===== config.mk =====
export PLATFORM = sky130hd
export DESIGN_NAME = adcpr_device_flat
export DESIGN_NICKNAME = d
export VERILOG_FILES = /design/src/rtl/adcpr_pkg.sv /design/src/rtl/adcpr_if.sv /design/src/rtl/adcpr_device.sv /design/src/flat_wrapper.sv
export VERILOG_INCLUDE_DIRS = /design/src /design/src/rtl
export SDC_FILE = /design/constraint.sdc
export NUM_CORES = 1
export LEC_CHECK = 0
export BUFFER_PORTS_ARGS = -buffer_cell sky130_fd_sc_hd__buf_2
export CORE_MARGIN = 3
export CORE_UTILIZATION = 50
export CTS_BUF_LIST = sky130_fd_sc_hd__clkbuf_8
export CTS_CLUSTER_DIAMETER = 30
export CTS_CLUSTER_SIZE = 10
export DETAILED_ROUTE_END_ITERATION = 10
export PLACE_DENSITY_LB_ADDON = 0.25
export SYNTH_ARGS = -nofsm -noshare
export SYNTH_HDL_FRONTEND = slang
export SYNTH_SLANG_ARGS = --single-unit
export TNS_END_PERCENT = 10

===== constraint.sdc =====
create_clock -name mclk -period 15 [get_ports mclk]
set_clock_uncertainty 0.2 [all_clocks]
set_input_delay 0 -clock mclk [delete_from_list [all_inputs] [get_ports mclk]]
set_output_delay 0 -clock mclk [all_outputs]
set_load 0.02 [all_outputs]

===== src/rtl/adcpr_consts.svh =====
// Constants for the converter parallel readout port and its host reader.
`ifndef ADCPR_CONSTS_SVH
`define ADCPR_CONSTS_SVH

`define ADCPR_DATA_W 16
`define ADCPR_SEL_W 3
`define ADCPR_MAX_LEVEL 7
`define ADCPR_WORD_CLKS 8
`define ADCPR_HALF_CLKS 4
`define ADCPR_SETTLE_CYC 47
`define ADCPR_WARM_WORDS 1
`define ADCPR_PRIME_CYC 8
`define ADCPR_QUIET_CYC 8
`define ADCPR_RD_GUARD_CYC 2
`define ADCPR_CLK_NS 50
`define ADCPR_RST_MIN_NS 50
`define ADCPR_RST_CYC \
  ((`ADCPR_RST_MIN_NS + `ADCPR_CLK_NS - 1) / `ADCPR_CLK_NS)
`define ADCPR_POS_FS 16'h7fff
`define ADCPR_NEG_FS 16'h8000
`define ADCPR_BUS_RST 16'h0000

`endif


===== src/rtl/adcpr_pkg.sv =====
// Types shared by the readout port ends.
`default_nettype none
`include "adcpr_consts.svh"

package adcpr_pkg;

  typedef logic [`ADCPR_DATA_W-1:0] adcpr_word_type;
  typedef logic [`ADCPR_SEL_W-1:0] adcpr_sel_type;

  typedef enum logic [3:0] {
    H_IDLE = 4'h0,
    H_RESET = 4'h1,
    H_PRIME = 4'h2,
    H_WAIT = 4'h3,
    H_SEL = 4'h4,
    H_RDLOW = 4'h5,
    H_RDHIGH = 4'h6,
    H_END = 4'h7
  } adcpr_hstate_type;

endpackage : adcpr_pkg

`default_nettype wire


===== src/rtl/adcpr_if.sv =====
// Pin bundle between the converter readout port and its host.
`timescale 1ns/10ps
`default_nettype none
`include "adcpr_consts.svh"

interface adcpr_if;
  logic conv_reset_n;
  logic rd_n;
  logic cs_n;
  logic buf_en;
  adcpr_pkg::adcpr_sel_type buffer_depth_sel;
  logic sample_ready_n;
  logic overrange_flag;
  adcpr_pkg::adcpr_word_type bus_q;
  logic bus_oe;
  adcpr_pkg::adcpr_word_type bus_d;

  // A released bus is seen as zero; no floating value exists here.
  assign bus_d = bus_oe ? bus_q : `ADCPR_BUS_RST;

  modport dev (
    input conv_reset_n, rd_n, cs_n, buf_en, buffer_depth_sel,
    output sample_ready_n, overrange_flag, bus_q, bus_oe
  );

  modport host (
    output conv_reset_n, rd_n, cs_n, buf_en, buffer_depth_sel,
    input sample_ready_n, overrange_flag, bus_d
  );
endinterface : adcpr_if

`default_nettype wire


===== src/rtl/adcpr_device.sv =====
// Converter end of the parallel sample readout port.
//
// Function
// - Unbuffered ready high four, low four clocks.
// - Ready falls only on a rising clock.
// - Bus driven the clock after read and select are sampled low.
// - Reset forces ready high and bus low.
// - Words unsettled until 47 ready cycles pass.
// - Buffered ready high one clock per period.
// - Each buffered period releases level-count words.
// - Host ends reads two clocks before toggle.
// - Host selects no later than read falls.
// - Host raises read no later than deselect.
// - Host holds read low eight clocks after reset.
// - Host read high eight before first pulse.
// - Level comes from static three-bit selection.
// - Bus bit fifteen is the most significant.
// - Samples two's complement, clamped 7fff/8000.
// - Overrange output high when input exceeds range.
`timescale 1ns/10ps
`default_nettype none
`include "adcpr_consts.svh"

module adcpr_device #(
  parameter int RAW_W = 18,
  parameter int DEPTH = `ADCPR_MAX_LEVEL
) (
  input wire logic mclk,
  input wire logic srst,
  adcpr_if.dev link,
  input wire logic signed [RAW_W-1:0] sample_raw,
  output logic settled
);

  // ****************************************************************
  // Helpers
  // ****************************************************************

  // A zero selection would give an empty period, so it acts as one.
  function automatic logic [2:0] eff_level(input logic [2:0] sel);
    eff_level = (sel == 3'h0) ? 3'h1 : sel;
  endfunction : eff_level

  function automatic logic is_over(input logic signed [RAW_W-1:0] raw);
    logic signed [RAW_W-1:0] hi;
    logic signed [RAW_W-1:0] lo;
    hi = RAW_W'(signed'(`ADCPR_POS_FS));
    lo = RAW_W'(signed'(`ADCPR_NEG_FS));
    is_over = (raw > hi) || (raw < lo);
  endfunction : is_over

  function automatic adcpr_pkg::adcpr_word_type clamp(
    input logic signed [RAW_W-1:0] raw
  );
    if (!is_over(raw)) begin
      clamp = raw[`ADCPR_DATA_W-1:0];
    end else if (raw[RAW_W-1]) begin
      clamp = `ADCPR_NEG_FS;
    end else begin
      clamp = `ADCPR_POS_FS;
    end
  endfunction : clamp

  // ****************************************************************
  // Reset and static selection
  // ****************************************************************

  logic rst_i;
  logic buf_en_reg;
  logic [2:0] level_reg;

  // The link reset is taken as synchronous to mclk like every pin.
  assign rst_i = srst | ~link.conv_reset_n;

  // The selection pins are static; they are caught while reset is low.
  always_ff @(posedge mclk) begin
    if (srst) begin
      buf_en_reg <= 1'b0;
      level_reg <= 3'h1;
    end else if (!link.conv_reset_n) begin
      buf_en_reg <= link.buf_en;
      level_reg <= eff_level(link.buffer_depth_sel);
    end
  end

  // ****************************************************************
  // Word rate divider
  // ****************************************************************

  logic [2:0] wcnt_reg;
  logic tick;
  logic half;

  assign tick = (wcnt_reg == 3'(`ADCPR_WORD_CLKS - 1));
  assign half = (wcnt_reg == 3'(`ADCPR_HALF_CLKS - 1));

  always_ff @(posedge mclk) begin
    if (rst_i) begin
      wcnt_reg <= 3'h0;
    end else begin
      wcnt_reg <= wcnt_reg + 3'h1;
    end
  end

  // ****************************************************************
  // Sample shaping
  // ****************************************************************

  adcpr_pkg::adcpr_word_type hold_reg;
  logic ovr_reg;

  always_ff @(posedge mclk) begin
    if (rst_i) begin
      ovr_reg <= 1'b0;
    end else begin
      ovr_reg <= is_over(sample_raw);
    end
  end

  always_ff @(posedge mclk) begin
    if (rst_i) begin
      hold_reg <= `ADCPR_BUS_RST;
    end else if (tick) begin
      hold_reg <= clamp(sample_raw);
    end
  end

  assign link.overrange_flag = ovr_reg;

  // ****************************************************************
  // Buffered capture
  // ****************************************************************

  adcpr_pkg::adcpr_word_type cap_mem [0:DEPTH-1];
  adcpr_pkg::adcpr_word_type out_mem [0:DEPTH-1];
  logic [2:0] cap_idx_reg;
  logic warm_reg;
  logic armed_reg;
  logic period_end;

  // The first word after reset is dropped as filter warm-up, which
  // pushes the first ready fall past eight clocks times level plus one.
  assign period_end = buf_en_reg & tick & warm_reg &
    (cap_idx_reg == level_reg - 3'h1);

  always_ff @(posedge mclk) begin
    if (rst_i) begin
      warm_reg <= 1'b0;
      cap_idx_reg <= 3'h0;
    end else if (buf_en_reg && tick) begin
      if (!warm_reg) begin
        warm_reg <= 1'b1;
      end else if (period_end) begin
        cap_idx_reg <= 3'h0;
      end else begin
        cap_idx_reg <= cap_idx_reg + 3'h1;
      end
    end
  end

  always_ff @(posedge mclk) begin
    if (buf_en_reg && tick && warm_reg) begin
      cap_mem[cap_idx_reg] <= clamp(sample_raw);
    end
  end

  // The newest word bypasses cap_mem, whose slot is written this edge.
  always_ff @(posedge mclk) begin
    if (period_end) begin
      for (int i = 0; i < DEPTH; i++) begin
        out_mem[i] <= (3'(i) == cap_idx_reg) ?
          clamp(sample_raw) : cap_mem[i];
      end
    end
  end

  always_ff @(posedge mclk) begin
    if (rst_i) begin
      armed_reg <= 1'b0;
    end else if (period_end) begin
      armed_reg <= 1'b1;
    end
  end

  // ****************************************************************
  // Ready strobe
  // ****************************************************************

  logic ready_reg;
  logic ready_prev_reg;

  always_ff @(posedge mclk) begin
    if (rst_i) begin
      ready_reg <= 1'b1;
    end else if (!buf_en_reg) begin
      if (tick) begin
        ready_reg <= 1'b0;
      end else if (half) begin
        ready_reg <= 1'b1;
      end
    end else if (period_end) begin
      ready_reg <= 1'b1;
    end else if (armed_reg) begin
      ready_reg <= 1'b0;
    end
  end

  assign link.sample_ready_n = ready_reg;

  // ****************************************************************
  // Read pointer and bus drive
  // ****************************************************************

  logic rd_prev_reg;
  logic rd_rise;
  logic [2:0] ptr_reg;
  adcpr_pkg::adcpr_word_type bus_q_reg;
  logic bus_oe_reg;

  // A word is consumed when read returns high with select still low.
  assign rd_rise = ~rd_prev_reg & link.rd_n & ~link.cs_n;

  always_ff @(posedge mclk) begin
    if (srst) begin
      rd_prev_reg <= 1'b1;
    end else begin
      rd_prev_reg <= link.rd_n;
    end
  end

  always_ff @(posedge mclk) begin
    if (rst_i || period_end) begin
      ptr_reg <= 3'h0;
    end else if (rd_rise && (ptr_reg != level_reg - 3'h1)) begin
      ptr_reg <= ptr_reg + 3'h1;
    end
  end

  always_ff @(posedge mclk) begin
    if (srst) begin
      bus_oe_reg <= 1'b0;
    end else begin
      bus_oe_reg <= ~link.rd_n & ~link.cs_n;
    end
  end

  // Bit 15 of the word is bit 15 of the bus.
  always_ff @(posedge mclk) begin
    if (rst_i) begin
      bus_q_reg <= `ADCPR_BUS_RST;
    end else if (buf_en_reg) begin
      bus_q_reg <= out_mem[ptr_reg];
    end else begin
      bus_q_reg <= hold_reg;
    end
  end

  assign link.bus_q = bus_q_reg;
  assign link.bus_oe = bus_oe_reg;

  // ****************************************************************
  // Settling count
  // ****************************************************************

  logic [5:0] settle_cnt_reg;

  always_ff @(posedge mclk) begin
    if (rst_i) begin
      ready_prev_reg <= 1'b1;
    end else begin
      ready_prev_reg <= ready_reg;
    end
  end

  // Words before this point are filter transients and must not be used.
  always_ff @(posedge mclk) begin
    if (rst_i) begin
      settle_cnt_reg <= 6'h0;
      settled <= 1'b0;
    end else if (ready_prev_reg && !ready_reg && !settled) begin
      settle_cnt_reg <= settle_cnt_reg + 6'h1;
      settled <= (settle_cnt_reg == 6'(`ADCPR_SETTLE_CYC - 1));
    end
  end

endmodule : adcpr_device

`default_nettype wire


===== src/flat_wrapper.sv =====
// flat-port wrapper written by rule: the top's interface ports become plain ports
module adcpr_device_flat 
#(
  parameter int RAW_W = 18,
  parameter int DEPTH = `ADCPR_MAX_LEVEL
)
  (mclk, srst, sample_raw, settled, link_conv_reset_n, link_rd_n, link_cs_n, link_buf_en, link_buffer_depth_sel, link_sample_ready_n, link_overrange_flag, link_bus_q, link_bus_oe);
  adcpr_if link_i ();
  input wire logic mclk;
  input wire logic srst;
  input wire logic signed [RAW_W-1:0] sample_raw;
  output logic settled;
  input wire logic [$bits(link_i.conv_reset_n)-1:0] link_conv_reset_n;
  input wire logic [$bits(link_i.rd_n)-1:0] link_rd_n;
  input wire logic [$bits(link_i.cs_n)-1:0] link_cs_n;
  input wire logic [$bits(link_i.buf_en)-1:0] link_buf_en;
  input wire logic [$bits(link_i.buffer_depth_sel)-1:0] link_buffer_depth_sel;
  output wire logic [$bits(link_i.sample_ready_n)-1:0] link_sample_ready_n;
  output wire logic [$bits(link_i.overrange_flag)-1:0] link_overrange_flag;
  output wire logic [$bits(link_i.bus_q)-1:0] link_bus_q;
  output wire logic [$bits(link_i.bus_oe)-1:0] link_bus_oe;
  assign link_i.conv_reset_n = link_conv_reset_n;
  assign link_i.rd_n = link_rd_n;
  assign link_i.cs_n = link_cs_n;
  assign link_i.buf_en = link_buf_en;
  assign link_i.buffer_depth_sel = link_buffer_depth_sel;
  assign link_sample_ready_n = link_i.sample_ready_n;
  assign link_overrange_flag = link_i.overrange_flag;
  assign link_bus_q = link_i.bus_q;
  assign link_bus_oe = link_i.bus_oe;
  adcpr_device #(.RAW_W(RAW_W), .DEPTH(DEPTH)) u_core (.mclk(mclk), .srst(srst), .link(link_i), .sample_raw(sample_raw), .settled(settled));
endmodule

==> results of run 1 <==
-- layer usage --
metal / up-vias / global-route usage [%] / routed length (um)
li1: 3260 / - / -
met1: 3391 / 26.86 / 10250
met2: 226 / 35.77 / 12600
met3: 56 / 3.492 / 1394
met4: 0 / 7.586 / 712
met5: - / 0 / 0
-- critical path, cell delays in order, from the launching register on --
cell,delay (ps)
dfxtp_1,330
ha_1,180
ha_1,150
buf_4,340
nand3_2,340
nor4_4,350
buf_4,500
buf_4,820
or3b_2,250
a21oi_1,50
-- path summary, 6_finish.rpt --
check	end	slack (ps)	start	cells after the start
worst max-delay path	u_core.cap_idx_reg[1]	11200	u_core.wcnt_reg[0]	9
worst min-delay path	u_core.out_mem[1][3]	40	sample_raw[3]	3
worst max register to register	u_core.cap_idx_reg[1]	11200	u_core.wcnt_reg[0]	9
worst min register to register	u_core.wcnt_reg[0]	230	u_core.wcnt_reg[0]	1
-- cell usage after synthesis, types with 2 or more instances --
library cell	number
clkbuf_1	37
mux4_2	16
buf_2	8
a21oi_1	5
mux2i_1	36
a311oi_1	17
nand2_1	118
mux2_2	22
dfxtp_1	62
or2_2	3
inv_1	28
nand4_1	3
edfxtp_1	224
o211ai_1	16
or3b_2	2
xnor2_1	6
nor2_1	59
xor2_1	5
o21ai_0	104
buf_4	3
nand2b_1	17
ha_1	12
nor4_1	2
nor3_1	5
-- repair_timing --
| item | in CTS | in global routing |
|---|---|---|
| hold buffers | 37 | 0 |
| resized for setup | 0 | 0 |
| endpoints found under the hold margin | 132 | 0 |
-- kinds of logic after synthesis --
group / share of synthesized area [%]
XOR/XNOR: 1.405
AO/OA/AOI/OAI: 7.751
adder cells (fa/ha/maj): 1.317
flip-flops: 69.91
buffers and inverters: 2.898
AND/OR/NAND/NOR: 8.223
multiplexers: 8.497
-- metrics by stage --
| step | hold WS (ps) | util [%] |
|---|---|---|
| 2_1_floorplan | -128.4 | - |
| 4_1_cts | 5.594 | 61.13 |
| 5_1_grt | 25.49 | 61.13 |
| 3_3_place_gp | -31.04 | 54.07 |
| 6_report | 35.84 | 61.13 |
| 3_5_place_dp | -27.96 | 54.07 |
-- where the power goes --
part | internal (W) | total (W) | switching (W)
Combinational | 0.0000183 | 0.0000528 | 0.0000345
Sequential | 0.000855 | 0.000856 | 0.00000136
Clock | 0.000478 | 0.000814 | 0.000336
Total | 0.00135 | 0.00172 | 0.000372
-- layout make-up --
class | instances | area [um^2]
Clock buffer | 56 | 770.7
Fill cell | 1685 | 8587
Sequential cell | 286 | 7969
Clock inverter | 42 | 420.4
Tap cell | 280 | 350.3
Inverter | 29 | 108.9
Multi-Input combinational cell | 466 | 3129
Timing Repair Buffer | 104 | 758.2
==> metrics.md, run 1 <==
| Metric | Value |
|---|---|
| Outcome | finished clean |
| Post-synth EDFFs | 224 |
| Critical Path RT | 15,200 ps |
| Least-Margin Pin Slew | 1159 ps |
| Number of DRC markers in iteration 0 | 473 |
| Final setup margin | 11,200 ps |
| GRT Overall Usage | 20.84% |
| CTS Buffer Depth | 3 |
| Syn Area/Cell | 13.70 um^2 |
| Fin cells | 1,263 |
| Setup bufs post-CTS | 0 |
| RSZ-0062 raised after global routing | no |
| Core Area | 0.02209 mm^2 |
| Number of global-route vias before repair | 6,903 |
| Period Utilization, post-route | 25.36% |
| Ys Warns | 0 |
| Mapped Cells | 832 |
| Slew Limit Fails | 0 |
| Crit. End Element | register |
| Hold Vio Cnt, Final | 0 |
| Critical Path AT | 4000 ps |
| Max frequency | 262.9 MHz |
| Final Total Pwr | 0.001723 W |
| Largest regs | u_core.cap_mem: 112 flops, u_core.out_mem: 112 flops |
| Max H-tree Level | 2 |
| Sequential fraction of the synthesis area | 69.91% |
| Total CTS buffers | 52 |
| Share of cells above drive strength 1 | 21.97% |
| Design Area, Final | 0.01351 mm^2 |
| Ys async rst share | 0% |
| IO Pins | 47 |
| Setup CP Type | register to register |
| CTS tree | yes |
| DRT antenna net count | 0 |
| Global placer's final weighted congestion | 0.7729 |
| Mapped cell area | 0.01140 mm^2 |
| Buffers added on ports | 46 |
| Cells after DPL | 1,128 |
| Initial antenna violation count | 0 |
| Syn_nets | 871 |
| First-pass GRT wire length | 38,920 um |
| Fin crit period | 3804 ps |
| Clock sinks | 286 |
| DR DRC count | 0 |
| Area after DPL | 0.01195 mm^2 |
| Die H | 157.0 um |
| Max VDD drop | 0.00007398 V |
| Power Density | 127.6 mW/mm^2 |
| Ant diodes | 0 |
| Setup TNS | 0 ps |
| Yosys top cell area share | 59.02% |
| Synth unique cells | 46 |
| Clk Latency, worst-skew pair | 560 ps |
| Critical Path Start Type | register |
| Starting Density | 51.59% |
| Primary FF master, synth | edfxtp_1 |
| Max-Cap Viols | 0 |
| DP Worst Slack | 11,240 ps |
| Synth Register Bits | 286 |
| Commonest non-fill, non-tap cell in the layout | edfxtp_1 |
| Worst-path clk slew | 60 ps |
| Final setup vio count | 0 |
| Vias | 6,933 |
| HP Class | input port to register |
| CP max FO | 72 |
| WL/cell | 19.76 um |
| Leading cell types in the layout, fill and taps excluded | 224 x edfxtp_1, 118 x nand2_1, 104 x o21ai_0 |
| Synth area leader | edfxtp_1 |
| Synth area leaders | edfxtp_1 59%, dfxtp_1 11%, o21ai_0 4.6%, nand2_1 3.9%, mux2i_1 3.2% |
| GRT overflow | 0 |
| Pleak | 4.833 nW |
| NumNets Final | 978 |
| WL final | 24,950 um |
| Chip width | 157.0 um |
| CTS root buf | clkbuf_8 |
| Vias per std cell | 5.489 |
| DR pass1 iterations | 7 |
| Area Growth Syn to Fin | 18.51% |
| Rel. slew slack | 22.63% |
| DP HPWL | 14,040 um |
| Row count | 54 |
| Die Area | 0.02464 mm^2 |
| Largest net degree at the start of global routing | 73 |
No activity file was read; power rests on OpenSTA's default activity.
==> inputs of run 2 (changes only) <==
clock period = 3.8 ns   (was 15 ns; I/O delays follow)
==> metrics.md, run 2 (synthesis gave the netlist of run 1 again) <==
| Metric | Value |
|---|---|
| CTS Buffer Depth | 3 (unchanged) |
| Least-Margin Pin Slew | 1111 ps (-48.69 ps) |
| DR pass1 iterations | 5 (-2) |
| Outcome | finished clean |
| Buffers added on ports | 46 (unchanged) |
| Global placer's final weighted congestion | 0.7987 (+3.3%) |
| Pleak | 4.834 nW (about the same) |
| Area Growth Syn to Fin | 19.76% |
| Die Area | 0.02464 mm^2 (unchanged) |
| Die H | 157.0 um (unchanged) |
| Share of cells above drive strength 1 | 23.54% (+1.6 points) |
| Commonest non-fill, non-tap cell in the layout | edfxtp_1 |
| Max-Cap Viols | 0 (unchanged) |
| Rel. slew slack | 25.78% (+3.2 points) |
| RSZ-0062 raised after global routing | no |
| Initial antenna violation count | 0 (unchanged) |
| Core Area | 0.02209 mm^2 (unchanged) |
| Row count | 54 (unchanged) |
| Number of global-route vias before repair | 7,070 (+2.4%) |
| Largest net degree at the start of global routing | 66 (-9.6%) |
| Period Utilization, post-route | 75.05% (+50 points) |
| Vias per std cell | 5.471 (-0.34%) |
| Starting Density | 51.59% (unchanged) |
| Number of DRC markers in iteration 0 | 551 (+16%) |
| Max frequency | 350.6 MHz (+33%) |
| DP HPWL | 14,640 um (+4.3%) |
| DR DRC count | 0 (unchanged) |
| Setup bufs post-CTS | 0 (unchanged) |
| GRT overflow | 0 (unchanged) |
| Slew Limit Fails | 0 (unchanged) |
| Chip width | 157.0 um (unchanged) |
| Final setup vio count | 0 (unchanged) |
| IO Pins | 47 (unchanged) |
| Critical Path RT | 4010 ps (-11,190 ps) |
| Largest regs | u_core.cap_mem: 112 flops, u_core.out_mem: 112 flops |
| Power Density | 503.0 mW/mm^2 (+290%) |
| Cts hold-fix bufs | 38 (+2.7%) |
| CTS tree | yes |
| Crit. End Element | register |
| Fin crit period | 2852 ps (-951.7 ps) |
| CTS root buf | clkbuf_8 |
| Clk Latency, worst-skew pair | 570 ps (about the same) |
| Leading cell types in the layout, fill and taps excluded | 224 x edfxtp_1, 118 x nand2_1, 104 x o21ai_0 |
| Max VDD drop | 0.0002509 V (+240%) |
| Total CTS buffers | 52 (unchanged) |
| Hold Vio Cnt, Final | 0 (unchanged) |
| WL final | 25,310 um (+1.4%) |
| Critical Path Start Type | register |
| Clock sinks | 286 (unchanged) |
| WL/cell | 19.93 um (+0.88%) |
| Vias | 6,948 (+0.22%) |
| Worst-path clk slew | 60 ps (about the same) |
| Gates resized, CTS repair | 0 (unchanged) |
| CP max FO | 51 (-29%) |
| DRT antenna net count | 0 (unchanged) |
| HP Class | input port to register |
| First-pass GRT wire length | 39,600 um (+1.7%) |
| NumNets Final | 985 (+0.72%) |
| Max H-tree Level | 2 (unchanged) |
| Final Total Pwr | 0.006865 W (+300%) |
| Ant diodes | 0 (unchanged) |
| Setup CP Type | register to register |
| GRT Overall Usage | 21.15% (+0.31 points) |
| Hold Slack | 94.49 ps (+58.65 ps) |
| Critical Path AT | 3060 ps (-940 ps) |
==> run 2: cell count changes in the layout (fill, tap and decap cells not counted), sizes merged <==
cell	before	now
buf	67	73
clkinvlp	6	13
clkbuf	56	57
inv	40	36
dlygate4sd3	37	38
clkinv	18	14
==> run 2: routing by layer <==
metal	global-route usage (%)	part of all wire, %
met4	8.795	3.5
met3	4.427	5.5
met2	36.30	50
met5	0	0
met1	26.16	41
==> run 2: path summary, 6_finish.rpt <==
kind	from	endpoint	slack (ps)	cells after the start
hold / removal	link_conv_reset_n	u_core.link.overrange_flag	90	3
setup / recovery	u_core.wcnt_reg[0]	u_core.cap_idx_reg[1]	950	7
setup reg to reg	u_core.wcnt_reg[0]	u_core.cap_idx_reg[1]	950	7
hold reg to reg	u_core.wcnt_reg[0]	u_core.wcnt_reg[0]	240	1
==> run 2: critical path, cell delays in order, from the launching register on <==
cell,delay (ps)
dfxtp_2,350
ha_4,140
ha_4,430
nand3_4,250
nor4_4,410
buf_4,590
or3b_2,240
a21oi_1,60
==> run 2: through the flow <==
stage | setup WS [ps] | util, % | instance area [um^2] | cells | setup TNS, ps
6_report | 947.9 | 61.78 | 13650 | 1270 | 0
5_1_grt | 805.4 | 61.78 | 13650 | 1270 | 0
4_1_cts | 933.7 | 61.78 | 13650 | 1270 | 0
3_5_place_dp | 939.7 | 54.58 | 12060 | 1134 | 0
3_3_place_gp | 1005 | 54.58 | 12060 | 1134 | 0
2_1_floorplan | -1483 | - | 11460 | 832 | -163600
==> run 2: area by class of cell <==
cell class                 instances  area, um^2
inverter                          29       108.9
multi-input combinational        466        3179
fill                            1646        8444
sequential                       286        7974
tap                              280       350.3
clock buffer                      57       784.5
timing repair buffer             111       825.8
clock inverter                    41       426.7
==> run 2: report_power, final <==
group	internal [W]	total (W)	switching [W]
Combinational	0.0000783	0.000219	0.000141
Clock	0.00191	0.00327	0.00136
Sequential	0.00337	0.00338	0.00000663
Total	0.00536	0.00687	0.00151
==> inputs of run 3 (changes only) <==
ABC_AREA = 1   (was unset)
clock period = 2.8 ns   (was 3.8 ns; I/O delays follow)
==> metrics.md, run 3 <==
| Metric | Value |
|---|---|
| Outcome | finished clean |
| DRT antenna net count | 0 (unchanged) |
| Mapped cell area | 0.01159 mm^2 (+1.7%) |
| Reg2reg setup slack | 320 ps (-630 ps) |
| Row count | 55 (+1.9%) |
| Clk Latency, worst-skew pair | 560 ps (about the same) |
| Worst Setup SP | sample_raw[15] |
| Crit. End Element | register |
| First-pass GRT wire length | 39,910 um (+0.78%) |
| CP max stage cell | dlygate4sd3_1 |
| CP max FO | 8 (-84%) |
| Global placer's final weighted congestion | 0.7926 (-0.76%) |
| Max VDD drop | 0.0003176 V (+27%) |
| WP buf/inv | 6 (+5) |
| Total area of sequential cells | 0.007969 mm^2 (about the same) |
| Max frequency | 390.2 MHz |
| Leading cell types in the layout, fill and taps excluded | 224 x edfxtp_1, 204 x nand2_1, 156 x o21ai_0 |
| Synth Register Bits | 286 (unchanged) |
| Final setup vio count | 0 (unchanged) |
| DR DRC count | 0 (unchanged) |
| Pleak | 5.477 nW (+13%) |
| Most frequent cells after synthesis | 224 x edfxtp_1, 206 x nand2_1, 156 x o21ai_0 |
| GRT Overall Usage | 20.83% (-0.32 points) |
| Ys async rst share | 0% (unchanged) |
| Initial antenna violation count | 0 (unchanged) |
| Worst-path clk slew | 60 ps (about the same) |
| Sequential fraction of the synthesis area | 68.73% (-1.2 points) |
| DP HPWL | 15,930 um (+8.8%) |
| Buffers added on ports | 46 (unchanged) |
| Synth unique cells | 32 (-30%) |
| Starting Density | 51.05% (-0.54 points) |
| Fin crit period | 2563 ps |
| Max H-tree Level | 2 (unchanged) |
| Post-synth EDFFs | 224 (unchanged) |
| Share of cells above drive strength 1 | 16.76% (-6.8 points) |
| Most frequent cell after synthesis | edfxtp_1 |
| Total CTS buffers | 49 (-5.8%) |
| CTS tree | yes |
| RSZ-0062 raised after global routing | no |
| GRT overflow | 0 (unchanged) |
| Number of global-route vias before repair | 7,317 (+3.5%) |
| Clock sinks | 286 (unchanged) |
| Hold Slack | 59.70 ps (-34.78 ps) |
| RR Endpoint | u_core.out_mem[3][11] |
| Crit path capture | u_core.out_mem[2][12] |
| FF-to-FF path depth | 9 (+2) |
| Crit-path cells | dlygate4sd3_1 -> buf_2 -> nand2_1 -> dlygate4sd3_1 -> nand2_1 -> nand2_4 -> o21ai_0 -> dlygate4sd3_1 -> buf_4 -> inv_1 -> o21ai_0 |
| Die Area | 0.02505 mm^2 (+1.6%) |
| Vias per std cell | 5.244 (-4.1%) |
| Top cell by count, worst path | dlygate4sd3_1 |
| Syn_nets | 1,098 (+26%) |
| Core Area | 0.02271 mm^2 (+2.8%) |
| IO Pins | 47 (unchanged) |
| Rel. slew slack | 18.49% (-7.3 points) |
| NumNets Final | 1,224 (+24%) |
| Mapped Cells | 1,059 (+27%) |
| Critical Path Start Type | input port |
| Synth area leaders | edfxtp_1 58%, dfxtp_1 11%, o21ai_0 6.7%, nand2_1 6.7%, inv_1 3.0% |
| CTS Buffer Depth | 3 (unchanged) |
| Critical Path RT | 2880 ps (-1130 ps) |
| Syn Area/Cell | 10.95 um^2 (-20%) |
| Largest regs | u_core.cap_mem: 112 flops, u_core.out_mem: 112 flops |
| Chip width | 158.3 um (+0.82%) |
| Worst r2r src | u_core.wcnt_reg[0] |
| HP Class | input port to register |
| Ant diodes | 0 (unchanged) |
| WL final | 25,630 um (+1.2%) |
| Max-Cap Viols | 0 (unchanged) |
| Power Density | 651.1 mW/mm^2 (+29%) |
| Primary FF master, synth | edfxtp_1 |
| Crit path max-delay family | buffers and inverters |
| Die H | 158.3 um (+0.82%) |
| Gates resized, CTS repair | 0 (unchanged) |
| DR pass1 iterations | 5 (unchanged) |
| Commonest non-fill, non-tap cell in the layout | edfxtp_1 |
| Hold Vio Cnt, Final | 0 (unchanged) |
| CTS root buf | clkbuf_8 |
| Slew Limit Fails | 0 (unchanged) |
| Vias | 7,908 (+14%) |
| Period Utilization, post-route | 91.53% |
| Largest net degree at the start of global routing | 94 (+42%) |
| Setup CP Type | input port to register |
| Final Total Pwr | 0.008991 W (+31%) |
| Synth area leader | edfxtp_1 |
| Fillers | 1,818 (+10%) |
| Multi-input gate area | 0.003045 mm^2 (-4.2%) |
| Worst path depth | 11 (+4) |
| Yosys top cell area share | 58.02% (-0.99 points) |
| Least-Margin Pin Slew | 1223 ps (+112.0 ps) |
| Number of DRC markers in iteration 0 | 808 (+47%) |
| WL/cell | 16.99 um (-15%) |
| Slowest stage delay, CP | 590 ps (about the same) |
| Area Growth Syn to Fin | 19.14% |
| Critical Path AT | 2640 ps (-420 ps) |
| Ys Warns | 0 (unchanged) |
[run 3: changes by cell type in the layout (fill, tap and decap cells not counted), sizes merged, moves of 17 or more]
cell	delta
nand2b	-17
mux2i	-36
a21oi	+59
nand2	+89
a311oi	-17
nor2	+24
o21ai	+64
inv	+74
mux2	-22
nand3	+34
[run 3: cells by family after synthesis]
logic type,count (synthesis),share of synthesized area (%)
xor+xnor,4,0.3023
flops,286,68.73
fa+ha+maj,12,1.295
compound gates,266,12.68
buf+inv,156,5.537
simple gates,335,11.45
[run 3: final cells by class]
| class | count | area share [%] |
|---|---|---|
| clock buffers | 51 | 5.082 |
| clock inverters | 38 | 2.636 |
| flip-flops and latches | 286 | 57.70 |
| inverters | 101 | 2.772 |
| well taps | 285 | 2.582 |
| repair buffers | 130 | 7.175 |
| multi-input cells | 617 | 22.05 |
[run 3: timing repair]
item / 4_1_cts / 5_1_grt
buffers inserted: 0 / 2
hold buffers: 42 / 0
endpoints found under the setup margin: 0 / 14
endpoints found under the hold margin: 232 / 0
[run 3: through the flow]
step | worst slack (ps) | TNS [ps] | utilization (%) | cell area (um^2) | std cells
floorplan | -421.9 | -47490 | - | 11640 | 1059
global placement | 420.3 | 0 | 54.20 | 12310 | 1375
detailed placement | 375.8 | 0 | 54.20 | 12310 | 1375
CTS | 102.1 | 0 | 60.75 | 13800 | 1506
global route | 53.60 | 0 | 60.82 | 13810 | 1508
finish | 237.2 | 0 | 60.82 | 13810 | 1508
[run 3: how the worst min path moves through the flow]
stage	from	end	cells past startpoint
6_report	link_buf_en	u_core.buf_en_reg	4
5_1_grt	link_buf_en	u_core.buf_en_reg	4
4_1_cts	link_conv_reset_n	u_core.level_reg[2]	3
3_5_place_dp	link_cs_n	u_core.link.bus_oe	2
3_3_place_gp	link_cs_n	u_core.link.bus_oe	2
2_1_floorplan	link_cs_n	u_core.link.bus_oe	1
[run 3: layer usage]
| layer | global-route usage (%) | wire length [um] | share of wire (%) |
|---|---|---|---|
| met1 | 30.75 | 11550 | 45 |
| met2 | 31.84 | 11340 | 44 |
| met3 | 3.751 | 2259 | 8.8 |
| met4 | 6.391 | 475 | 1.9 |
| met5 | 0 | 0 | 0 |
[run 3: where the power goes]
part,switching [W],internal (W)
Clock,0.00179,0.00223
Combinational,0.000249,0.000140
Sequential,0.00000798,0.00458
[run 3: worst register-to-register path: cells and delay by family, from the launching register on]
| kind | cells | cell delay (ps) |
|---|---|---|
| and+or+nand+nor | 5 | 500 |
| buffers and inverters | 2 | 460 |
| adders and majority gates | 2 | 450 |
| DFF | 1 | 340 |
